==> src/inc/spcd_defines.svh <==
`ifndef SPCD_DEFINES_SVH
`define SPCD_DEFINES_SVH

// ----------------------------------------------------------------
// Register indices (byte address is four times the index)
// ----------------------------------------------------------------
`define SPCD_IDX_MODE      16'hc0c8
`define SPCD_IDX_STAT      16'hc0ca
`define SPCD_IDX_IRQ_CLR   16'hc0d0
`define SPCD_IDX_CRC_CTRL  16'hc0d2
`define SPCD_IDX_CRC_VAL   16'hc0d4
`define SPCD_IDX_DATA      16'hc0d6
`define SPCD_IDX_TX_BASE   16'hc0d8
`define SPCD_IDX_TX_LEN    16'hc0da
`define SPCD_IDX_RX_BASE   16'hc0dc
`define SPCD_IDX_RX_LEN    16'hc0de

// ----------------------------------------------------------------
// Field positions
// ----------------------------------------------------------------
`define SPCD_CRC_SEL_HI    15
`define SPCD_CRC_SEL_LO    14
`define SPCD_CRC_EN_BIT    13
`define SPCD_CRC_CLR_BIT   12
`define SPCD_CRC_RX_BIT    11
`define SPCD_CRC_ONE_BIT   10
`define SPCD_CRC_ZERO_BIT  9
`define SPCD_MODE_BLOCK    0
`define SPCD_MODE_FDX      1
`define SPCD_MODE_START    2
`define SPCD_MODE_TXL_LO   3
`define SPCD_MODE_RXL_LO   6
`define SPCD_IRQ_CLR_BIT   0
`define SPCD_CNT_W         11

// ----------------------------------------------------------------
// Reset values and polynomials
// ----------------------------------------------------------------
`define SPCD_CRC_RST       16'hffff
`define SPCD_POLY_CCITT    16'h1021
`define SPCD_POLY_ALT      16'h8005
`define SPCD_POLY_CRC7     7'h09

`endif

==> src/inc/spcd_pkg.sv <==
package spcd_pkg;
  // Polynomial choice in the CRC control register
  typedef enum logic [1:0] {
    SPCD_POLY_CCITT16 = 2'h0,
    SPCD_POLY_CRC7    = 2'h1,
    SPCD_POLY_ALT16   = 2'h2,
    SPCD_POLY_RSVD    = 2'h3
  } spcd_poly_e;

  // Block transfer engine states, one-hot
  typedef enum logic [1:0] {
    SPCD_BLK_IDLE = 2'b01,
    SPCD_BLK_RUN  = 2'b10
  } spcd_blk_e;
endpackage

==> src/verilog/spcd_top.sv <==
// Chosen here: the Wishbone register port.
`timescale 1ns/10ps
`default_nettype none
`include "spcd_defines.svh"

module spcd_top
  import spcd_pkg::*;
#(
  parameter int FIFO_DEPTH = 8
) (
  // Clock and reset
  input wire logic clk,
  input wire logic sys_rst,
  // Wishbone slave
  input wire logic wb_cyc_i,
  input wire logic wb_stb_i,
  input wire logic wb_we_i,
  input wire logic [17:0] wb_adr_i,
  input wire logic [31:0] wb_dat_i,
  input wire logic [3:0] wb_sel_i,
  output logic [31:0] wb_dat_o,
  output logic wb_ack_o,
  // Serial link pins
  input wire logic spi_sclk,
  input wire logic spi_sel_n,
  input wire logic spi_rx,
  output logic spi_tx,
  output logic spi_tx_oe,
  // DMA memory ports
  output logic [15:0] dma_rd_addr,
  input wire logic [7:0] dma_rd_data,
  output logic dma_wr_valid,
  output logic [15:0] dma_wr_addr,
  output logic [7:0] dma_wr_data,
  // Block completion
  output logic block_irq
);

  // ----------------------------------------------------------------
  // Address decode helper
  // ----------------------------------------------------------------
  function automatic logic hit(input logic [17:0] adr,
                               input logic [15:0] idx);
    hit = (adr[17:2] == idx) && (adr[1:0] == 2'b00);
  endfunction

  // ----------------------------------------------------------------
  // Declarations
  // ----------------------------------------------------------------
  logic [2:0] sync1_q; // First synchroniser stage
  logic [2:0] sync2_q; // Second synchroniser stage
  logic sclk_prev_q; // Delayed clock for edges
  logic sclk_rise; // Link clock rising edge
  logic sclk_fall; // Link clock falling edge
  logic sel_act; // Frame active
  logic rx_s; // Synchronised data in
  logic wb_req; // Bus request pending
  logic wr_stb; // Write takes effect
  logic rd_stb; // Read takes effect
  logic [1:0] crc_sel_q; // Polynomial select
  logic crc_en_q; // CRC enabled
  logic crc_rx_q; // Stream select
  logic [15:0] crc_q; // Accumulator
  logic [15:0] crc_step; // Accumulator after a bit
  logic crc_bit; // Bit fed to the CRC
  logic mode_block_q; // Block mode
  logic mode_fdx_q; // Full duplex
  logic [2:0] tx_len_q; // Transmit bit length
  logic [2:0] rx_len_q; // Receive bit length
  logic [15:0] tx_base_q; // Transmit DMA base
  logic [10:0] tx_cnt_q; // Transmit DMA count
  logic [15:0] rx_base_q; // Receive DMA base
  logic [10:0] rx_cnt_q; // Receive DMA count
  logic [7:0] tx_sh_q; // Transmit shifter
  logic [3:0] tx_left_q; // Bits still to send
  logic [7:0] rx_sh_q; // Receive shifter
  logic [3:0] rx_bits_q; // Bits gathered
  logic [3:0] rx_need; // Bits per received unit
  logic [7:0] rx_byte; // Completed unit
  logic rx_done; // Unit complete
  logic fifo_push; // Push into queue
  logic fifo_full; // Queue full
  logic fifo_empty; // Queue empty
  logic [7:0] fifo_head; // Oldest byte
  logic ovf_q; // Queue overflow seen
  spcd_blk_e blk_q; // Block engine state
  logic [10:0] tx_idx_q; // Bytes fetched
  logic [10:0] rx_idx_q; // Bytes stored
  logic fetch_q; // Fetch in progress
  logic blk_done; // Block completion pulse
  logic irq_q; // Block interrupt flag
  logic [15:0] rd_val; // Read mux

  // ----------------------------------------------------------------
  // Pin synchronisers and edge detect
  // ----------------------------------------------------------------
  genvar gi;
  generate
    for (gi = 0; gi < 3; gi++) begin : g_sync
      // Two flops per pin
      always_ff @(posedge clk or posedge sys_rst) begin
        if (sys_rst) begin
          sync1_q[gi] <= (gi == 1) ? 1'b1 : 1'b0;
          sync2_q[gi] <= (gi == 1) ? 1'b1 : 1'b0;
        end else begin
          sync1_q[gi] <= (gi == 0) ? spi_sclk :
                         (gi == 1) ? spi_sel_n : spi_rx;
          sync2_q[gi] <= sync1_q[gi];
        end
      end
    end
  endgenerate

  // Edge history of link clock
  always_ff @(posedge clk or posedge sys_rst) begin
    if (sys_rst) begin
      sclk_prev_q <= 1'b0;
    end else begin
      sclk_prev_q <= sync2_q[0];
    end
  end

  assign sel_act = ~sync2_q[1];
  assign rx_s = sync2_q[2];
  assign sclk_rise = sel_act & sync2_q[0] & ~sclk_prev_q;
  assign sclk_fall = sel_act & ~sync2_q[0] & sclk_prev_q;

  // ----------------------------------------------------------------
  // Wishbone handshake
  // ----------------------------------------------------------------
  assign wb_req = wb_cyc_i & wb_stb_i & ~wb_ack_o;
  assign wr_stb = wb_req & wb_we_i;
  assign rd_stb = wb_req & ~wb_we_i;

  // Ack one cycle after the request
  always_ff @(posedge clk or posedge sys_rst) begin
    if (sys_rst) begin
      wb_ack_o <= 1'b0;
    end else begin
      wb_ack_o <= wb_req;
    end
  end

  // ----------------------------------------------------------------
  // Configuration registers
  // ----------------------------------------------------------------
  // Software-written setup; CRC and mode fields written only when the byte lane of their top bit is selected, DMA base and count byte by byte
  always_ff @(posedge clk or posedge sys_rst) begin
    if (sys_rst) begin
      crc_sel_q <= 2'h0;
      crc_en_q <= 1'b0;
      crc_rx_q <= 1'b0;
      mode_block_q <= 1'b0;
      mode_fdx_q <= 1'b0;
      tx_len_q <= 3'h0;
      rx_len_q <= 3'h0;
      tx_base_q <= 16'h0000;
      tx_cnt_q <= 11'h000;
      rx_base_q <= 16'h0000;
      rx_cnt_q <= 11'h000;
    end else if (wr_stb) begin
      if (hit(wb_adr_i, `SPCD_IDX_CRC_CTRL) && wb_sel_i[1]) begin
        crc_sel_q <= wb_dat_i[`SPCD_CRC_SEL_HI:`SPCD_CRC_SEL_LO];
        crc_en_q <= wb_dat_i[`SPCD_CRC_EN_BIT];
        crc_rx_q <= wb_dat_i[`SPCD_CRC_RX_BIT];
      end
      if (hit(wb_adr_i, `SPCD_IDX_MODE) && wb_sel_i[0]) begin
        mode_block_q <= wb_dat_i[`SPCD_MODE_BLOCK];
        mode_fdx_q <= wb_dat_i[`SPCD_MODE_FDX];
        tx_len_q <= wb_dat_i[`SPCD_MODE_TXL_LO +: 3];
      end
      if (hit(wb_adr_i, `SPCD_IDX_MODE) && wb_sel_i[1]) begin
        rx_len_q <= wb_dat_i[`SPCD_MODE_RXL_LO +: 3];
      end
      if (hit(wb_adr_i, `SPCD_IDX_TX_BASE)) begin
        if (wb_sel_i[0]) tx_base_q[7:0] <= wb_dat_i[7:0];
        if (wb_sel_i[1]) tx_base_q[15:8] <= wb_dat_i[15:8];
      end
      if (hit(wb_adr_i, `SPCD_IDX_TX_LEN)) begin
        if (wb_sel_i[0]) tx_cnt_q[7:0] <= wb_dat_i[7:0];
        if (wb_sel_i[1]) tx_cnt_q[10:8] <= wb_dat_i[10:8];
      end
      if (hit(wb_adr_i, `SPCD_IDX_RX_BASE)) begin
        if (wb_sel_i[0]) rx_base_q[7:0] <= wb_dat_i[7:0];
        if (wb_sel_i[1]) rx_base_q[15:8] <= wb_dat_i[15:8];
      end
      if (hit(wb_adr_i, `SPCD_IDX_RX_LEN)) begin
        if (wb_sel_i[0]) rx_cnt_q[7:0] <= wb_dat_i[7:0];
        if (wb_sel_i[1]) rx_cnt_q[10:8] <= wb_dat_i[10:8];
      end
    end
  end

  // ----------------------------------------------------------------
  // CRC accumulator
  // ----------------------------------------------------------------
  // Half duplex follows whichever direction is moving
  always_comb begin
    if (mode_fdx_q) begin
      crc_bit = crc_rx_q ? rx_s : tx_sh_q[7];
    end else begin
      crc_bit = (tx_left_q != 4'h0) ? tx_sh_q[7] : rx_s;
    end
  end

  spcd_crc u_crc (
    .crc_cur(crc_q),
    .bit_in(crc_bit),
    .poly_sel(spcd_poly_e'(crc_sel_q)),
    .crc_next(crc_step)
  );

  // Software write and preset win over a serial step
  always_ff @(posedge clk or posedge sys_rst) begin
    if (sys_rst) begin
      crc_q <= `SPCD_CRC_RST;
    end else if (wr_stb && hit(wb_adr_i, `SPCD_IDX_CRC_CTRL) &&
                 wb_sel_i[1] && wb_dat_i[`SPCD_CRC_CLR_BIT]) begin
      crc_q <= `SPCD_CRC_RST;
    end else if (wr_stb && hit(wb_adr_i, `SPCD_IDX_CRC_VAL)) begin
      if (wb_sel_i[0]) crc_q[7:0] <= wb_dat_i[7:0];
      if (wb_sel_i[1]) crc_q[15:8] <= wb_dat_i[15:8];
    end else if (crc_en_q && sclk_rise) begin
      crc_q <= crc_step;
    end
  end

  // ----------------------------------------------------------------
  // Receive shifter and queue
  // ----------------------------------------------------------------
  assign rx_need = (rx_len_q == 3'h0) ? 4'h8 : {1'b0, rx_len_q};
  assign rx_done = sclk_rise && ((rx_bits_q + 4'h1) == rx_need);
  assign rx_byte = {rx_sh_q[6:0], rx_s};
  assign fifo_push = rx_done & ~mode_block_q;

  // Gather bits on rising edges, restart per frame
  always_ff @(posedge clk or posedge sys_rst) begin
    if (sys_rst) begin
      rx_sh_q <= 8'h00;
      rx_bits_q <= 4'h0;
    end else if (!sel_act) begin
      rx_bits_q <= 4'h0;
    end else if (sclk_rise) begin
      rx_sh_q <= rx_byte;
      rx_bits_q <= rx_done ? 4'h0 : rx_bits_q + 4'h1;
    end
  end

  spcd_fifo #(
    .DW(8),
    .DEPTH(FIFO_DEPTH),
    .AW($clog2(FIFO_DEPTH))
  ) u_rxq (
    .clk(clk),
    .sys_rst(sys_rst),
    .push(fifo_push),
    .push_data(rx_byte),
    .pop(rd_stb && hit(wb_adr_i, `SPCD_IDX_DATA)),
    .head_q(fifo_head),
    .full(fifo_full),
    .empty(fifo_empty)
  );

  // Sticky overflow, dropped byte
  always_ff @(posedge clk or posedge sys_rst) begin
    if (sys_rst) begin
      ovf_q <= 1'b0;
    end else if (fifo_push && fifo_full) begin
      ovf_q <= 1'b1;
    end else if (wr_stb && hit(wb_adr_i, `SPCD_IDX_STAT) && wb_sel_i[0]) begin
      ovf_q <= 1'b0;
    end
  end

  // ----------------------------------------------------------------
  // Transmit shifter
  // ----------------------------------------------------------------
  // Load from a data write or a DMA fetch; shift on falling edges
  always_ff @(posedge clk or posedge sys_rst) begin
    if (sys_rst) begin
      tx_sh_q <= 8'h00;
      tx_left_q <= 4'h0;
    end else if (wr_stb && hit(wb_adr_i, `SPCD_IDX_DATA) && wb_sel_i[0] &&
                 !mode_block_q) begin
      tx_sh_q <= wb_dat_i[7:0] << (4'h8 - tx_len_bits(tx_len_q));
      tx_left_q <= tx_len_bits(tx_len_q);
    end else if (fetch_q) begin
      tx_sh_q <= dma_rd_data << (4'h8 - tx_len_bits(tx_len_q));
      tx_left_q <= tx_len_bits(tx_len_q);
    end else if (sclk_fall && tx_left_q != 4'h0) begin
      tx_sh_q <= {tx_sh_q[6:0], 1'b0};
      tx_left_q <= tx_left_q - 4'h1;
    end
  end

  // Bits sent for a length code
  function automatic logic [3:0] tx_len_bits(input logic [2:0] len);
    tx_len_bits = (len == 3'h0) ? 4'h8 : {1'b0, len};
  endfunction

  // Pin drive follows the shifter
  always_ff @(posedge clk or posedge sys_rst) begin
    if (sys_rst) begin
      spi_tx <= 1'b0;
    end else begin
      spi_tx <= tx_sh_q[7];
    end
  end
  assign spi_tx_oe = sel_act;

  // ----------------------------------------------------------------
  // Block DMA engine
  // ----------------------------------------------------------------
  assign blk_done = (blk_q == SPCD_BLK_RUN) && (tx_idx_q == tx_cnt_q) &&
                    (rx_idx_q == rx_cnt_q) && (tx_left_q == 4'h0) && !fetch_q;

  // Start, fetch, store and finish
  always_ff @(posedge clk or posedge sys_rst) begin
    if (sys_rst) begin
      blk_q <= SPCD_BLK_IDLE;
      tx_idx_q <= 11'h000;
      rx_idx_q <= 11'h000;
      fetch_q <= 1'b0;
      dma_rd_addr <= 16'h0000;
      dma_wr_valid <= 1'b0;
      dma_wr_addr <= 16'h0000;
      dma_wr_data <= 8'h00;
    end else begin
      dma_wr_valid <= 1'b0;
      fetch_q <= 1'b0;
      case (blk_q)
        SPCD_BLK_IDLE: begin
          if (wr_stb && hit(wb_adr_i, `SPCD_IDX_MODE) && wb_sel_i[0] &&
              wb_dat_i[`SPCD_MODE_START] && wb_dat_i[`SPCD_MODE_BLOCK]) begin
            blk_q <= SPCD_BLK_RUN;
            tx_idx_q <= 11'h000;
            rx_idx_q <= 11'h000;
          end
        end
        SPCD_BLK_RUN: begin
          if (blk_done) begin
            blk_q <= SPCD_BLK_IDLE;
          end
          if (!fetch_q && tx_left_q == 4'h0 && tx_idx_q != tx_cnt_q) begin
            fetch_q <= 1'b1;
            dma_rd_addr <= tx_base_q + {5'h00, tx_idx_q};
            tx_idx_q <= tx_idx_q + 11'h001;
          end
          if (rx_done && rx_idx_q != rx_cnt_q) begin
            dma_wr_valid <= 1'b1;
            dma_wr_addr <= rx_base_q + {5'h00, rx_idx_q};
            dma_wr_data <= rx_byte;
            rx_idx_q <= rx_idx_q + 11'h001;
          end
        end
        default: begin
          blk_q <= SPCD_BLK_IDLE;
        end
      endcase
    end
  end

  // Completion flag, set beats clear
  always_ff @(posedge clk or posedge sys_rst) begin
    if (sys_rst) begin
      irq_q <= 1'b0;
    end else if (blk_done) begin
      irq_q <= 1'b1;
    end else if (wr_stb && hit(wb_adr_i, `SPCD_IDX_IRQ_CLR) &&
                 wb_sel_i[0] && wb_dat_i[`SPCD_IRQ_CLR_BIT]) begin
      irq_q <= 1'b0;
    end
  end
  assign block_irq = irq_q;

  // ----------------------------------------------------------------
  // Read path
  // ----------------------------------------------------------------
  // Register select; unmapped reads return zero
  always_comb begin
    rd_val = 16'h0000;
    if (hit(wb_adr_i, `SPCD_IDX_CRC_CTRL)) begin
      rd_val[`SPCD_CRC_SEL_HI:`SPCD_CRC_SEL_LO] = crc_sel_q;
      rd_val[`SPCD_CRC_EN_BIT] = crc_en_q;
      rd_val[`SPCD_CRC_RX_BIT] = crc_rx_q;
      rd_val[`SPCD_CRC_ONE_BIT] = |crc_q;
      rd_val[`SPCD_CRC_ZERO_BIT] = ~&crc_q;
    end else if (hit(wb_adr_i, `SPCD_IDX_CRC_VAL)) begin
      rd_val = crc_q;
    end else if (hit(wb_adr_i, `SPCD_IDX_DATA)) begin
      rd_val = {8'h00, fifo_head};
    end else if (hit(wb_adr_i, `SPCD_IDX_TX_BASE)) begin
      rd_val = tx_base_q;
    end else if (hit(wb_adr_i, `SPCD_IDX_TX_LEN)) begin
      rd_val = {5'h00, tx_cnt_q};
    end else if (hit(wb_adr_i, `SPCD_IDX_RX_BASE)) begin
      rd_val = rx_base_q;
    end else if (hit(wb_adr_i, `SPCD_IDX_RX_LEN)) begin
      rd_val = {5'h00, rx_cnt_q};
    end else if (hit(wb_adr_i, `SPCD_IDX_MODE)) begin
      rd_val = {7'h00, rx_len_q, tx_len_q, 1'b0, mode_fdx_q, mode_block_q};
    end else if (hit(wb_adr_i, `SPCD_IDX_STAT)) begin
      rd_val = {10'h000, blk_q == SPCD_BLK_RUN, tx_left_q != 4'h0, ovf_q,
                fifo_full, ~fifo_empty, irq_q};
    end
  end

  // Data captured with the ack
  always_ff @(posedge clk or posedge sys_rst) begin
    if (sys_rst) begin
      wb_dat_o <= 32'h00000000;
    end else if (rd_stb) begin
      wb_dat_o <= {16'h0000, rd_val};
    end
  end

endmodule // spcd_top
`default_nettype wire

==> src/verilog/spcd_crc.sv <==
`timescale 1ns/10ps
`default_nettype none
`include "spcd_defines.svh"

module spcd_crc
  import spcd_pkg::*;
(
  // Accumulator and incoming bit
  input wire logic [15:0] crc_cur,
  input wire logic bit_in,
  input wire spcd_poly_e poly_sel,
  // Accumulator after one bit
  output logic [15:0] crc_next
);

  // ----------------------------------------------------------------
  // One serial step, MSB first
  // ----------------------------------------------------------------
  logic fb16; // Feedback of 16-bit forms
  logic fb7; // Feedback of 7-bit form

  assign fb16 = bit_in ^ crc_cur[15];
  assign fb7 = bit_in ^ crc_cur[6];

  // Polynomial select
  always_comb begin
    case (poly_sel)
      SPCD_POLY_CRC7: begin
        crc_next = {crc_cur[15:7],
                    {crc_cur[5:0], 1'b0} ^ (fb7 ? `SPCD_POLY_CRC7 : 7'h00)};
      end
      SPCD_POLY_ALT16: begin
        crc_next = {crc_cur[14:0], 1'b0} ^ (fb16 ? `SPCD_POLY_ALT : 16'h0000);
      end
      default: begin
        // Reserved code falls back to the first 16-bit form
        crc_next = {crc_cur[14:0], 1'b0} ^ (fb16 ? `SPCD_POLY_CCITT : 16'h0000);
      end
    endcase
  end

endmodule // spcd_crc
`default_nettype wire

==> src/verilog/spcd_fifo.sv <==
`timescale 1ns/10ps
`default_nettype none

module spcd_fifo #(
  parameter int DW = 8,
  parameter int DEPTH = 8,
  parameter int AW = 3
) (
  // Clock and reset
  input wire logic clk,
  input wire logic sys_rst,
  // Fill side
  input wire logic push,
  input wire logic [DW-1:0] push_data,
  // Drain side
  input wire logic pop,
  output logic [DW-1:0] head_q,
  // Fill level
  output logic full,
  output logic empty
);

  // ----------------------------------------------------------------
  // Storage and pointers
  // ----------------------------------------------------------------
  logic [DW-1:0] mem_q [DEPTH]; // Byte store
  logic [AW-1:0] wr_ptr_q; // Next write slot
  logic [AW-1:0] rd_ptr_q; // Oldest slot
  logic [AW:0] count_q; // Bytes held
  logic do_push; // Accepted push
  logic do_pop; // Accepted pop

  assign full = (count_q == (AW+1)'(DEPTH));
  assign empty = (count_q == '0);
  assign do_push = push & ~full;
  assign do_pop = pop & ~empty;

  // Write port
  always_ff @(posedge clk) begin
    if (do_push) begin
      mem_q[wr_ptr_q] <= push_data;
    end
  end

  // Pointers and level
  always_ff @(posedge clk or posedge sys_rst) begin
    if (sys_rst) begin
      wr_ptr_q <= '0;
      rd_ptr_q <= '0;
      count_q <= '0;
    end else begin
      if (do_push) begin
        wr_ptr_q <= wr_ptr_q + AW'(1);
      end
      if (do_pop) begin
        rd_ptr_q <= rd_ptr_q + AW'(1);
      end
      count_q <= count_q + (AW+1)'(do_push) - (AW+1)'(do_pop);
    end
  end

  // Registered head of queue
  always_ff @(posedge clk or posedge sys_rst) begin
    if (sys_rst) begin
      head_q <= '0;
    end else begin
      head_q <= mem_q[rd_ptr_q];
    end
  end

endmodule // spcd_fifo
`default_nettype wire

==> config.mk <==
export PLATFORM = sky130hd
export DESIGN_NAME = spcd_top
export DESIGN_NICKNAME = d
export VERILOG_FILES = /design/src/inc/spcd_pkg.sv /design/src/verilog/spcd_top.sv /design/src/verilog/spcd_crc.sv /design/src/verilog/spcd_fifo.sv
export VERILOG_INCLUDE_DIRS = /design/src /design/src/inc
export SDC_FILE = /design/constraint.sdc
export NUM_CORES = 1
export LEC_CHECK = 0
export BUFFER_PORTS_ARGS = -buffer_cell sky130_fd_sc_hd__buf_2
export CORE_ASPECT_RATIO = 2
export CORE_MARGIN = 5
export CORE_UTILIZATION = 30
export CTS_BUF_LIST = sky130_fd_sc_hd__clkbuf_4 sky130_fd_sc_hd__clkbuf_8 sky130_fd_sc_hd__clkbuf_16
export CTS_CLUSTER_SIZE = 25
export DETAILED_ROUTE_END_ITERATION = 16
export MAX_ROUTING_LAYER = met4
export SYNTH_ARGS = -nofsm -noshare
export SYNTH_HDL_FRONTEND = slang
export SYNTH_SLANG_ARGS = --single-unit
==> constraint.sdc <==
create_clock -name clk -period 19.1 [get_ports clk]
set_input_delay 3.82 -clock clk [delete_from_list [all_inputs] [get_ports clk]]
set_output_delay 3.82 -clock clk [all_outputs]
set_load 0.1 [all_outputs]
Word-level counts from Yosys, hierarchy flattened

Memory sizes are Yosys's and may differ from the RTL's. A register that Yosys moved wholly into a read port is not among the register bits.
Cells that the tools add are included.

Add/sub/neg operators: 11
Eq/ne operators: 27
Shifts and indexed selects: 2
Multiplexer cells: 53
Bitwise gates (word level): 24
Reduce and logical (&&, ||, !) cells: 78

Operator list:

| kind                                                            | count |
|---|---|
| 16-bit 2-to-1 mux                                               | 11 |
| 16-bit equality test, second input constant                     | 10 |
| 11-bit case mux with 2 select lines                             | 2 |
| 1-bit logical AND                                               | 41 |
| 8-bit 2-to-1 mux                                                | 5 |
| 4-bit 2-to-1 mux                                                | 9 |
| 3-bit AND reduction                                             | 12 |
| 11-bit 2-to-1 mux                                               | 3 |
| 16-bit by 11-bit adder with 16-bit output                       | 2 |
| 16-bit case mux with 2 select lines                             | 1 |
| 16-bit XOR                                                      | 2 |
| 11-bit by 1-bit adder with 11-bit output, second input constant | 2 |
| 11-bit equality test                                            | 2 |
| 11-bit != test                                                  | 2 |
| 16-bit AND reduction                                            | 1 |
| 2-bit AND reduction                                             | 8 |
| 16-bit OR reduction                                             | 1 |
| 8-bit by 4-bit << shifter with 8-bit output                     | 2 |
| 1-bit 2-to-1 mux                                                | 14 |
| 13-bit 2-to-1 mux                                               | 1 |
| 1-bit bitwise AND                                               | 11 |
| 9-bit 2-to-1 mux                                                | 1 |
| 3-bit != test, second input constant                            | 3 |
| 4-bit zero test                                                 | 2 |
| other kinds (25)                                                | 47 |

Flip-flop bits (word level): 208
Memory bits (writable): 64
Input port bits: 70
Output and inout port bits: 77
Word-level logic and storage cells: 241
Memories: 1

Memories:

| name        | words | bits a word | read ports | clocked after memory_dff | write ports | line            | text |
|---|---|---|---|---|---|---|---|
| u_rxq.mem_q | 8     | 8           | 1          | 1                        | 1           | spcd_fifo.sv:26 | `logic [DW-1:0] mem_q [DEPTH];` |

Longest topological paths before layout

Depth after elaboration: 11
Gate-level depth with buffers: 12

Cells and area by module

Synthesis repeated with hierarchy kept, for this count alone.

Cell total of the unflattened synthesis: 1334
Area, all modules: 14871.8 um^2

By module, submodules not included:

| module    | instances | cells each | area each (um^2) | seq. area each (um^2) |
|---|---|---|---|---|
| spcd_top  | 1         | 1129       | 11263.3          | 4978.5 |
| spcd_fifo | 1         | 159        | 3271.9           | 2372.3 |
| spcd_crc  | 1         | 46         | 336.6            | 0.0 |

Worst setup path after synthesis

Ideal clock, no wire load.

Kind: input -> register
From: input port wb_adr_i[4]
To: register u_rxq.count_q[2]
Setup time: 0.123 ns
Arrival: 6.052 ns
Required time: 18.977 ns
Setup slack: 12.925 ns
Stages: 12
Buffers on the path: 2
Cell sequence: clkbuf_1 nor2b_1 nand2_1 nor3_2 and3_1 clkbuf_1 ha_1 inv_1 ha_1 inv_1 fa_1 xnor2_1

Word-level cells in the longest chain between the ends: 5

Ends and longest elaborated chain:

| item                                        | line            | text |
|---|---|---|
| start: declaration                          | spcd_top.sv:18  | `input wire logic [17:0] wb_adr_i,` |
| 16-bit equality test                        | spcd_top.sv:44  | `hit = (adr[17:2] == idx) && (adr[1:0] == 2'b00);` |
| 1-bit logical AND                           | spcd_top.sv:44  |  |
| 1-bit logical AND                           | spcd_top.sv:258 | `` .pop(rd_stb && hit(wb_adr_i, `SPCD_IDX_DATA)), `` |
| 1-bit bitwise AND                           | spcd_fifo.sv:36 | `assign do_pop = pop & ~empty;` |
| named net u_rxq.do_pop                      | spcd_fifo.sv:31 | `logic do_pop;` |
| 4-bit by 1-bit subtractor with 4-bit output | spcd_fifo.sv:58 | `count_q <= count_q + (AW+1)'(do_push) - (AW+1)'(do_pop);` |
| end signal: assignment                      | spcd_fifo.sv:58 |  |
| end: declaration                            | spcd_fifo.sv:29 | `logic [AW:0] count_q;` |

The timed path passes the listed nets, and every way through them passes these cells.
A chain may end at the register's enable or synchronous reset.

Worst setup path after layout

From: input port wb_adr_i[11]
To: register wb_dat_o[3]

Word-level cells in the longest chain between the ends: 11

Ends and longest elaborated chain:

| item                   | line            | text |
|---|---|---|
| 16-bit equality test   | spcd_top.sv:44  |  |
| 1-bit logical AND      | spcd_top.sv:44  |  |
| 6-bit 2-to-1 mux       | spcd_top.sv:402 | `` end else if (hit(wb_adr_i, `SPCD_IDX_STAT)) begin `` |
| 16-bit 2-to-1 mux      | spcd_top.sv:400 | `` end else if (hit(wb_adr_i, `SPCD_IDX_MODE)) begin `` |
| 16-bit 2-to-1 mux      | spcd_top.sv:398 | `` end else if (hit(wb_adr_i, `SPCD_IDX_RX_LEN)) begin `` |
| 16-bit 2-to-1 mux      | spcd_top.sv:396 | `` end else if (hit(wb_adr_i, `SPCD_IDX_RX_BASE)) begin `` |
| 16-bit 2-to-1 mux      | spcd_top.sv:394 | `` end else if (hit(wb_adr_i, `SPCD_IDX_TX_LEN)) begin `` |
| 16-bit 2-to-1 mux      | spcd_top.sv:392 | `` end else if (hit(wb_adr_i, `SPCD_IDX_TX_BASE)) begin `` |
| 16-bit 2-to-1 mux      | spcd_top.sv:390 | `` end else if (hit(wb_adr_i, `SPCD_IDX_DATA)) begin `` |
| 16-bit 2-to-1 mux      | spcd_top.sv:388 | `` end else if (hit(wb_adr_i, `SPCD_IDX_CRC_VAL)) begin `` |
| 9-bit 2-to-1 mux *     | spcd_top.sv:382 | `` if (hit(wb_adr_i, `SPCD_IDX_CRC_CTRL)) begin `` |
| end signal: assignment | spcd_top.sv:413 | `wb_dat_o <= {16'h0000, rd_val};` |
| end: declaration       | spcd_top.sv:21  | `output logic [31:0] wb_dat_o,` |

Mark *: on every way between the ends. The rest lies on a longest branch, timed or not.

==> results.txt <==
- The flow ran to the end, and the final reports show no timing, DRC or antenna violations.
- Data arrives at the worst endpoint at 6980 ps.
* Vias in the first global route: roughly 12k
* Clock tree root buffer cell: sky130_fd_sc_hd__clkbuf_16
- Pin placement for this block handled 147 I/O pins.
* Length in cells of the worst reg-to-reg path: 8
- RSZ-0062 raised after global routing: false
- The path class of the tightest hold or removal check is flip-flop to flip-flop.
- For this run, the number of Yosys warnings is 0.
- The worst register-to-register path begins at tx_len_q[0]$_DFFE_PP0P_.
* Cell area power density: 78.9 nW/um^2
- At the worst endpoint, the required time is 19,610 ps.
- Filler Cell Count: 4,897
* Cell count after synthesis: 1,331
* FFs w/ async S/R, synth: 77.1%
* Final count of pins violating max slew: 0
* Number of flops mapped to enable cells by yosys: 64
- Entering global routing, the biggest net connects between 90 and 100 pins.
* Clock period minus final worst setup slack: 6470 ps
- In this run the register-to-register setup slack is 15,570 ps.
- Final Cycle Share: 33.9%
* Overall die area: 54,100 sq um
- Cell area after layout: 16,900 sq um
* Synth Register Bits: 280
* Non-Filler Instances: 2,098
* Reg-to-reg critical path endpoint: tx_sh_q[7]$_DFFE_PP0P_
- Sequential share of the synthesized area: roughly 50%
- The worst setup path is of the primary input to flip-flop kind.
- The average instance in the mapped netlist occupies between 10 and 15 sq um.
- For the pin with the worst max-slew slack, the measured transition is 1090 ps.
- The worst-case IR drop observed on VDD is 0.0000528 V.
- Number of DRC violations after detailed routing: 0
- After global routing the overflow that remains totals 0.
* Post-DRT Antenna Nets: 0
- The analysis attributes to cell leakage a power of a little over 7 nW.
* Worst hold margin: 351 ps
* Number of distinct library cells after synthesis: 86
- After floorplanning, the core was divided into around 120 placement rows.
- Number of vias in the routed layout: 11.0k
* Number of antenna violations at the first check in global routing: 4
- Starting DRC count in detailed routing: 677
- Following the worst setup path forward leads to its endpoint at wb_dat_o[3]$_DFFE_PP0P_.
* # setup viols final: 0
- Most frequent cells in the layout: 197 x sky130_fd_sc_hd__dfrtp_1, 125 x sky130_fd_sc_hd__nand2_1, 112 x sky130_fd_sc_hd__buf_2
* Half-perimeter wire length after detailed placement: 35,400 microns
- Total routed wirelength: 45,700 microns
* Most common cell after layout, fill and taps aside: sky130_fd_sc_hd__dfrtp_1
* Worst-skew pair later-pin latency: ~570 ps
- STA classifies the critical path endpoint as a flip-flop.
- Among all flip-flop cells after synthesis, the most frequent one is sky130_fd_sc_hd__dfrtp_1.
- The clock drives 280 sinks.
- Fraction of final layout cells with drive strength greater than 1: 23.0%
- Routed wire per std cell: approximately 22 microns
- In the final design database the tool counted ~1.5k nets.
* Slew headroom: 27.4%
- Resized Gates After CTS: 0
- The area growth from synthesis to layout is 14.1%.
- Number of buffers inserted during clock tree synthesis: 26
- Clock skew on the completed layout was measured at 20.5 ps.
* Critical path startpoint category: primary input
- Static timing analysis puts the maximum clock frequency at 155 MHz.
* TritonCTS clock tree: built
* Buffer levels on the longest clock path: 3
- In this run, placement finished with an instance count of 2,045.
* IO Port Bufs: 112
* Core Region: 49,100 sq um
- The mapped netlist covers 14,800 sq um.
- Final weighted congestion of routability-driven global placement: around 0.93
- The total count of hold-check failures in the final report is 0.
* Post-CTS setup repair buffer count: 0
- Measured along the y axis, the die boundary spans 324 microns.
* Depth of the CTS H-tree: 1
- In this run the worst setup path begins at wb_adr_i[11].
- After clock tree synthesis, the clock-pin slew on the worst setup and hold paths is 70 ps.
- Max-cap violations in this run came to 0.
* CP max FO: 16
- Width of the chip: about 170 microns
* Placed cell areas: 16,000 sq um
- PnR Total Power: 0.00133 W
- The initial utilization of the core area, before any placement, comes to between 30 and 40%.
- Adding up every negative setup slack in the final design gives 0 ps.
- Average vias per placed instance: roughly 5.2
- CTS hold repair buffers: 0
* Total routing resource utilization after global routing: 17.1%
- Global-route wire length before repair: approximately 69,000 microns
- Before antenna repair, the detailed router went through 6 iterations.
==> metal layers <==
metal	global-route usage, %	share of wire, %	vias to the layer above
li1	-	-	5087
met1	16.2	34	5443
met2	31.8	54	318
met3	2.12	3.9	134
met4	11.6	8.3	0
met5	-	0	-
==> registers in the layout, indices dropped and copies added, names as in the netlist, 11 cells and up <==
register	cells
tx_cnt_q	11
tx_base_q	16
rx_cnt_q	11
tx_idx_q	11
u_rxq.mem_q	64
wb_dat_o	16
dma_wr_addr	16
dma_rd_addr	16
rx_base_q	16
rx_idx_q	11
crc_q	16
==> per-stage QoR <==
step                setup WS (ps)  util [%]
global route                12610      34.4
detailed placement          12150      32.6
floorplan                    9400         -
finish                      12630      34.4
CTS                         12750      34.3
global placement            12190      32.6
==> synth_stat cells, types with 10 or more instances <==
| master | instances | share of area, % |
|---|---|---|
| sky130_fd_sc_hd__edfxtp_1 | 64 | 13 |
| sky130_fd_sc_hd__a21oi_1 | 54 | 1.8 |
| sky130_fd_sc_hd__buf_2 | 16 | 0.54 |
| sky130_fd_sc_hd__nor4_1 | 18 | 0.76 |
| sky130_fd_sc_hd__o211ai_1 | 22 | 1.1 |
| sky130_fd_sc_hd__nand2_1 | 125 | 3.2 |
| sky130_fd_sc_hd__nor3b_1 | 18 | 0.91 |
| sky130_fd_sc_hd__a211oi_1 | 10 | 0.51 |
| sky130_fd_sc_hd__mux2i_1 | 18 | 1.2 |
| sky130_fd_sc_hd__clkbuf_1 | 28 | 0.71 |
| sky130_fd_sc_hd__nor2_1 | 69 | 1.8 |
| sky130_fd_sc_hd__and2_1 | 10 | 0.42 |
| sky130_fd_sc_hd__nor3_1 | 25 | 0.85 |
| sky130_fd_sc_hd__or3_1 | 13 | 0.55 |
| sky130_fd_sc_hd__and3_1 | 15 | 0.63 |
| sky130_fd_sc_hd__xor2_1 | 30 | 1.8 |
| sky130_fd_sc_hd__dfstp_2 | 19 | 3.4 |
| sky130_fd_sc_hd__nor2b_1 | 20 | 0.85 |
| sky130_fd_sc_hd__a21o_1 | 12 | 0.61 |
| sky130_fd_sc_hd__buf_4 | 18 | 0.91 |
| sky130_fd_sc_hd__nand4_1 | 11 | 0.47 |
| sky130_fd_sc_hd__nand2b_1 | 14 | 0.59 |
| sky130_fd_sc_hd__a31oi_1 | 16 | 0.68 |
| sky130_fd_sc_hd__xnor2_1 | 41 | 2.4 |
| sky130_fd_sc_hd__inv_1 | 45 | 1.1 |
| sky130_fd_sc_hd__ha_1 | 37 | 3.1 |
| sky130_fd_sc_hd__o21ai_0 | 86 | 2.9 |
| sky130_fd_sc_hd__nand3_1 | 23 | 0.78 |
| sky130_fd_sc_hd__a221oi_1 | 11 | 0.65 |
| sky130_fd_sc_hd__dfrtp_1 | 197 | 33 |
| sky130_fd_sc_hd__mux4_2 | 19 | 2.9 |
| sky130_fd_sc_hd__mux2_2 | 84 | 6.4 |
==> cell type report <==
cell class	count	area, sq um	share of cell area (%)
diodes	4	10.0	0.0594
flip-flops and latches	280	7350	43.6
multi-input cells	951	7000	41.5
clock inverters	14	138	0.816
well taps	643	805	4.77
repair buffers	126	663	3.93
inverters	46	180	1.07
clock buffers	34	717	4.25
==> power by group <==
part	leakage [nW]	switching (W)	internal, W	total (W)
combinational	3.47	0.0000828	0.0000378	0.000121
sequential	3.29	0.0000306	0.000646	0.000676
clock	0.412	0.000240	0.000293	0.000533
==> worst max-delay path, stage by stage <==
cell,delay (ps)
sky130_fd_sc_hd__buf_2,110
sky130_fd_sc_hd__nor4_4,650
sky130_fd_sc_hd__nand2_1,540
sky130_fd_sc_hd__nor3_4,780
sky130_fd_sc_hd__a222oi_1,400
sky130_fd_sc_hd__a21oi_1,500
sky130_fd_sc_hd__a211o_1,160
==> cells by family after synthesis <==
| kind of cell | after synthesis | synth area share (%) |
|---|---|---|
| AND/OR/NAND/NOR | 406 | 14.8 |
| AO/OA/AOI/OAI | 289 | 12.7 |
| flip-flops | 280 | 49.7 |
| multiplexers | 128 | 11.2 |
| buffers and inverters | 115 | 3.62 |
| XOR/XNOR | 72 | 4.36 |
| adder cells (fa/ha/maj) | 40 | 3.54 |
| other | 1 | 0.0254 |
==> worst min-delay path by stage <==
| stage | startpoint | endpoint | slack (ps) | depth (start not counted) |
|---|---|---|---|---|
| floorplan | sync1_q[2]$_DFF_PP0_ | rx_s$_DFF_PP0_ | 330 | 0 |
| global placement | sync1_q[2]$_DFF_PP0_ | rx_s$_DFF_PP0_ | 340 | 0 |
| detailed placement | sync1_q[2]$_DFF_PP0_ | rx_s$_DFF_PP0_ | 340 | 0 |
| CTS | sync1_q[2]$_DFF_PP0_ | rx_s$_DFF_PP0_ | 350 | 0 |
| global route | sync1_q[2]$_DFF_PP0_ | rx_s$_DFF_PP0_ | 360 | 0 |
| finish | sync1_q[2]$_DFF_PP0_ | rx_s$_DFF_PP0_ | 350 | 0 |
Power figures use the tool's default switching activity.
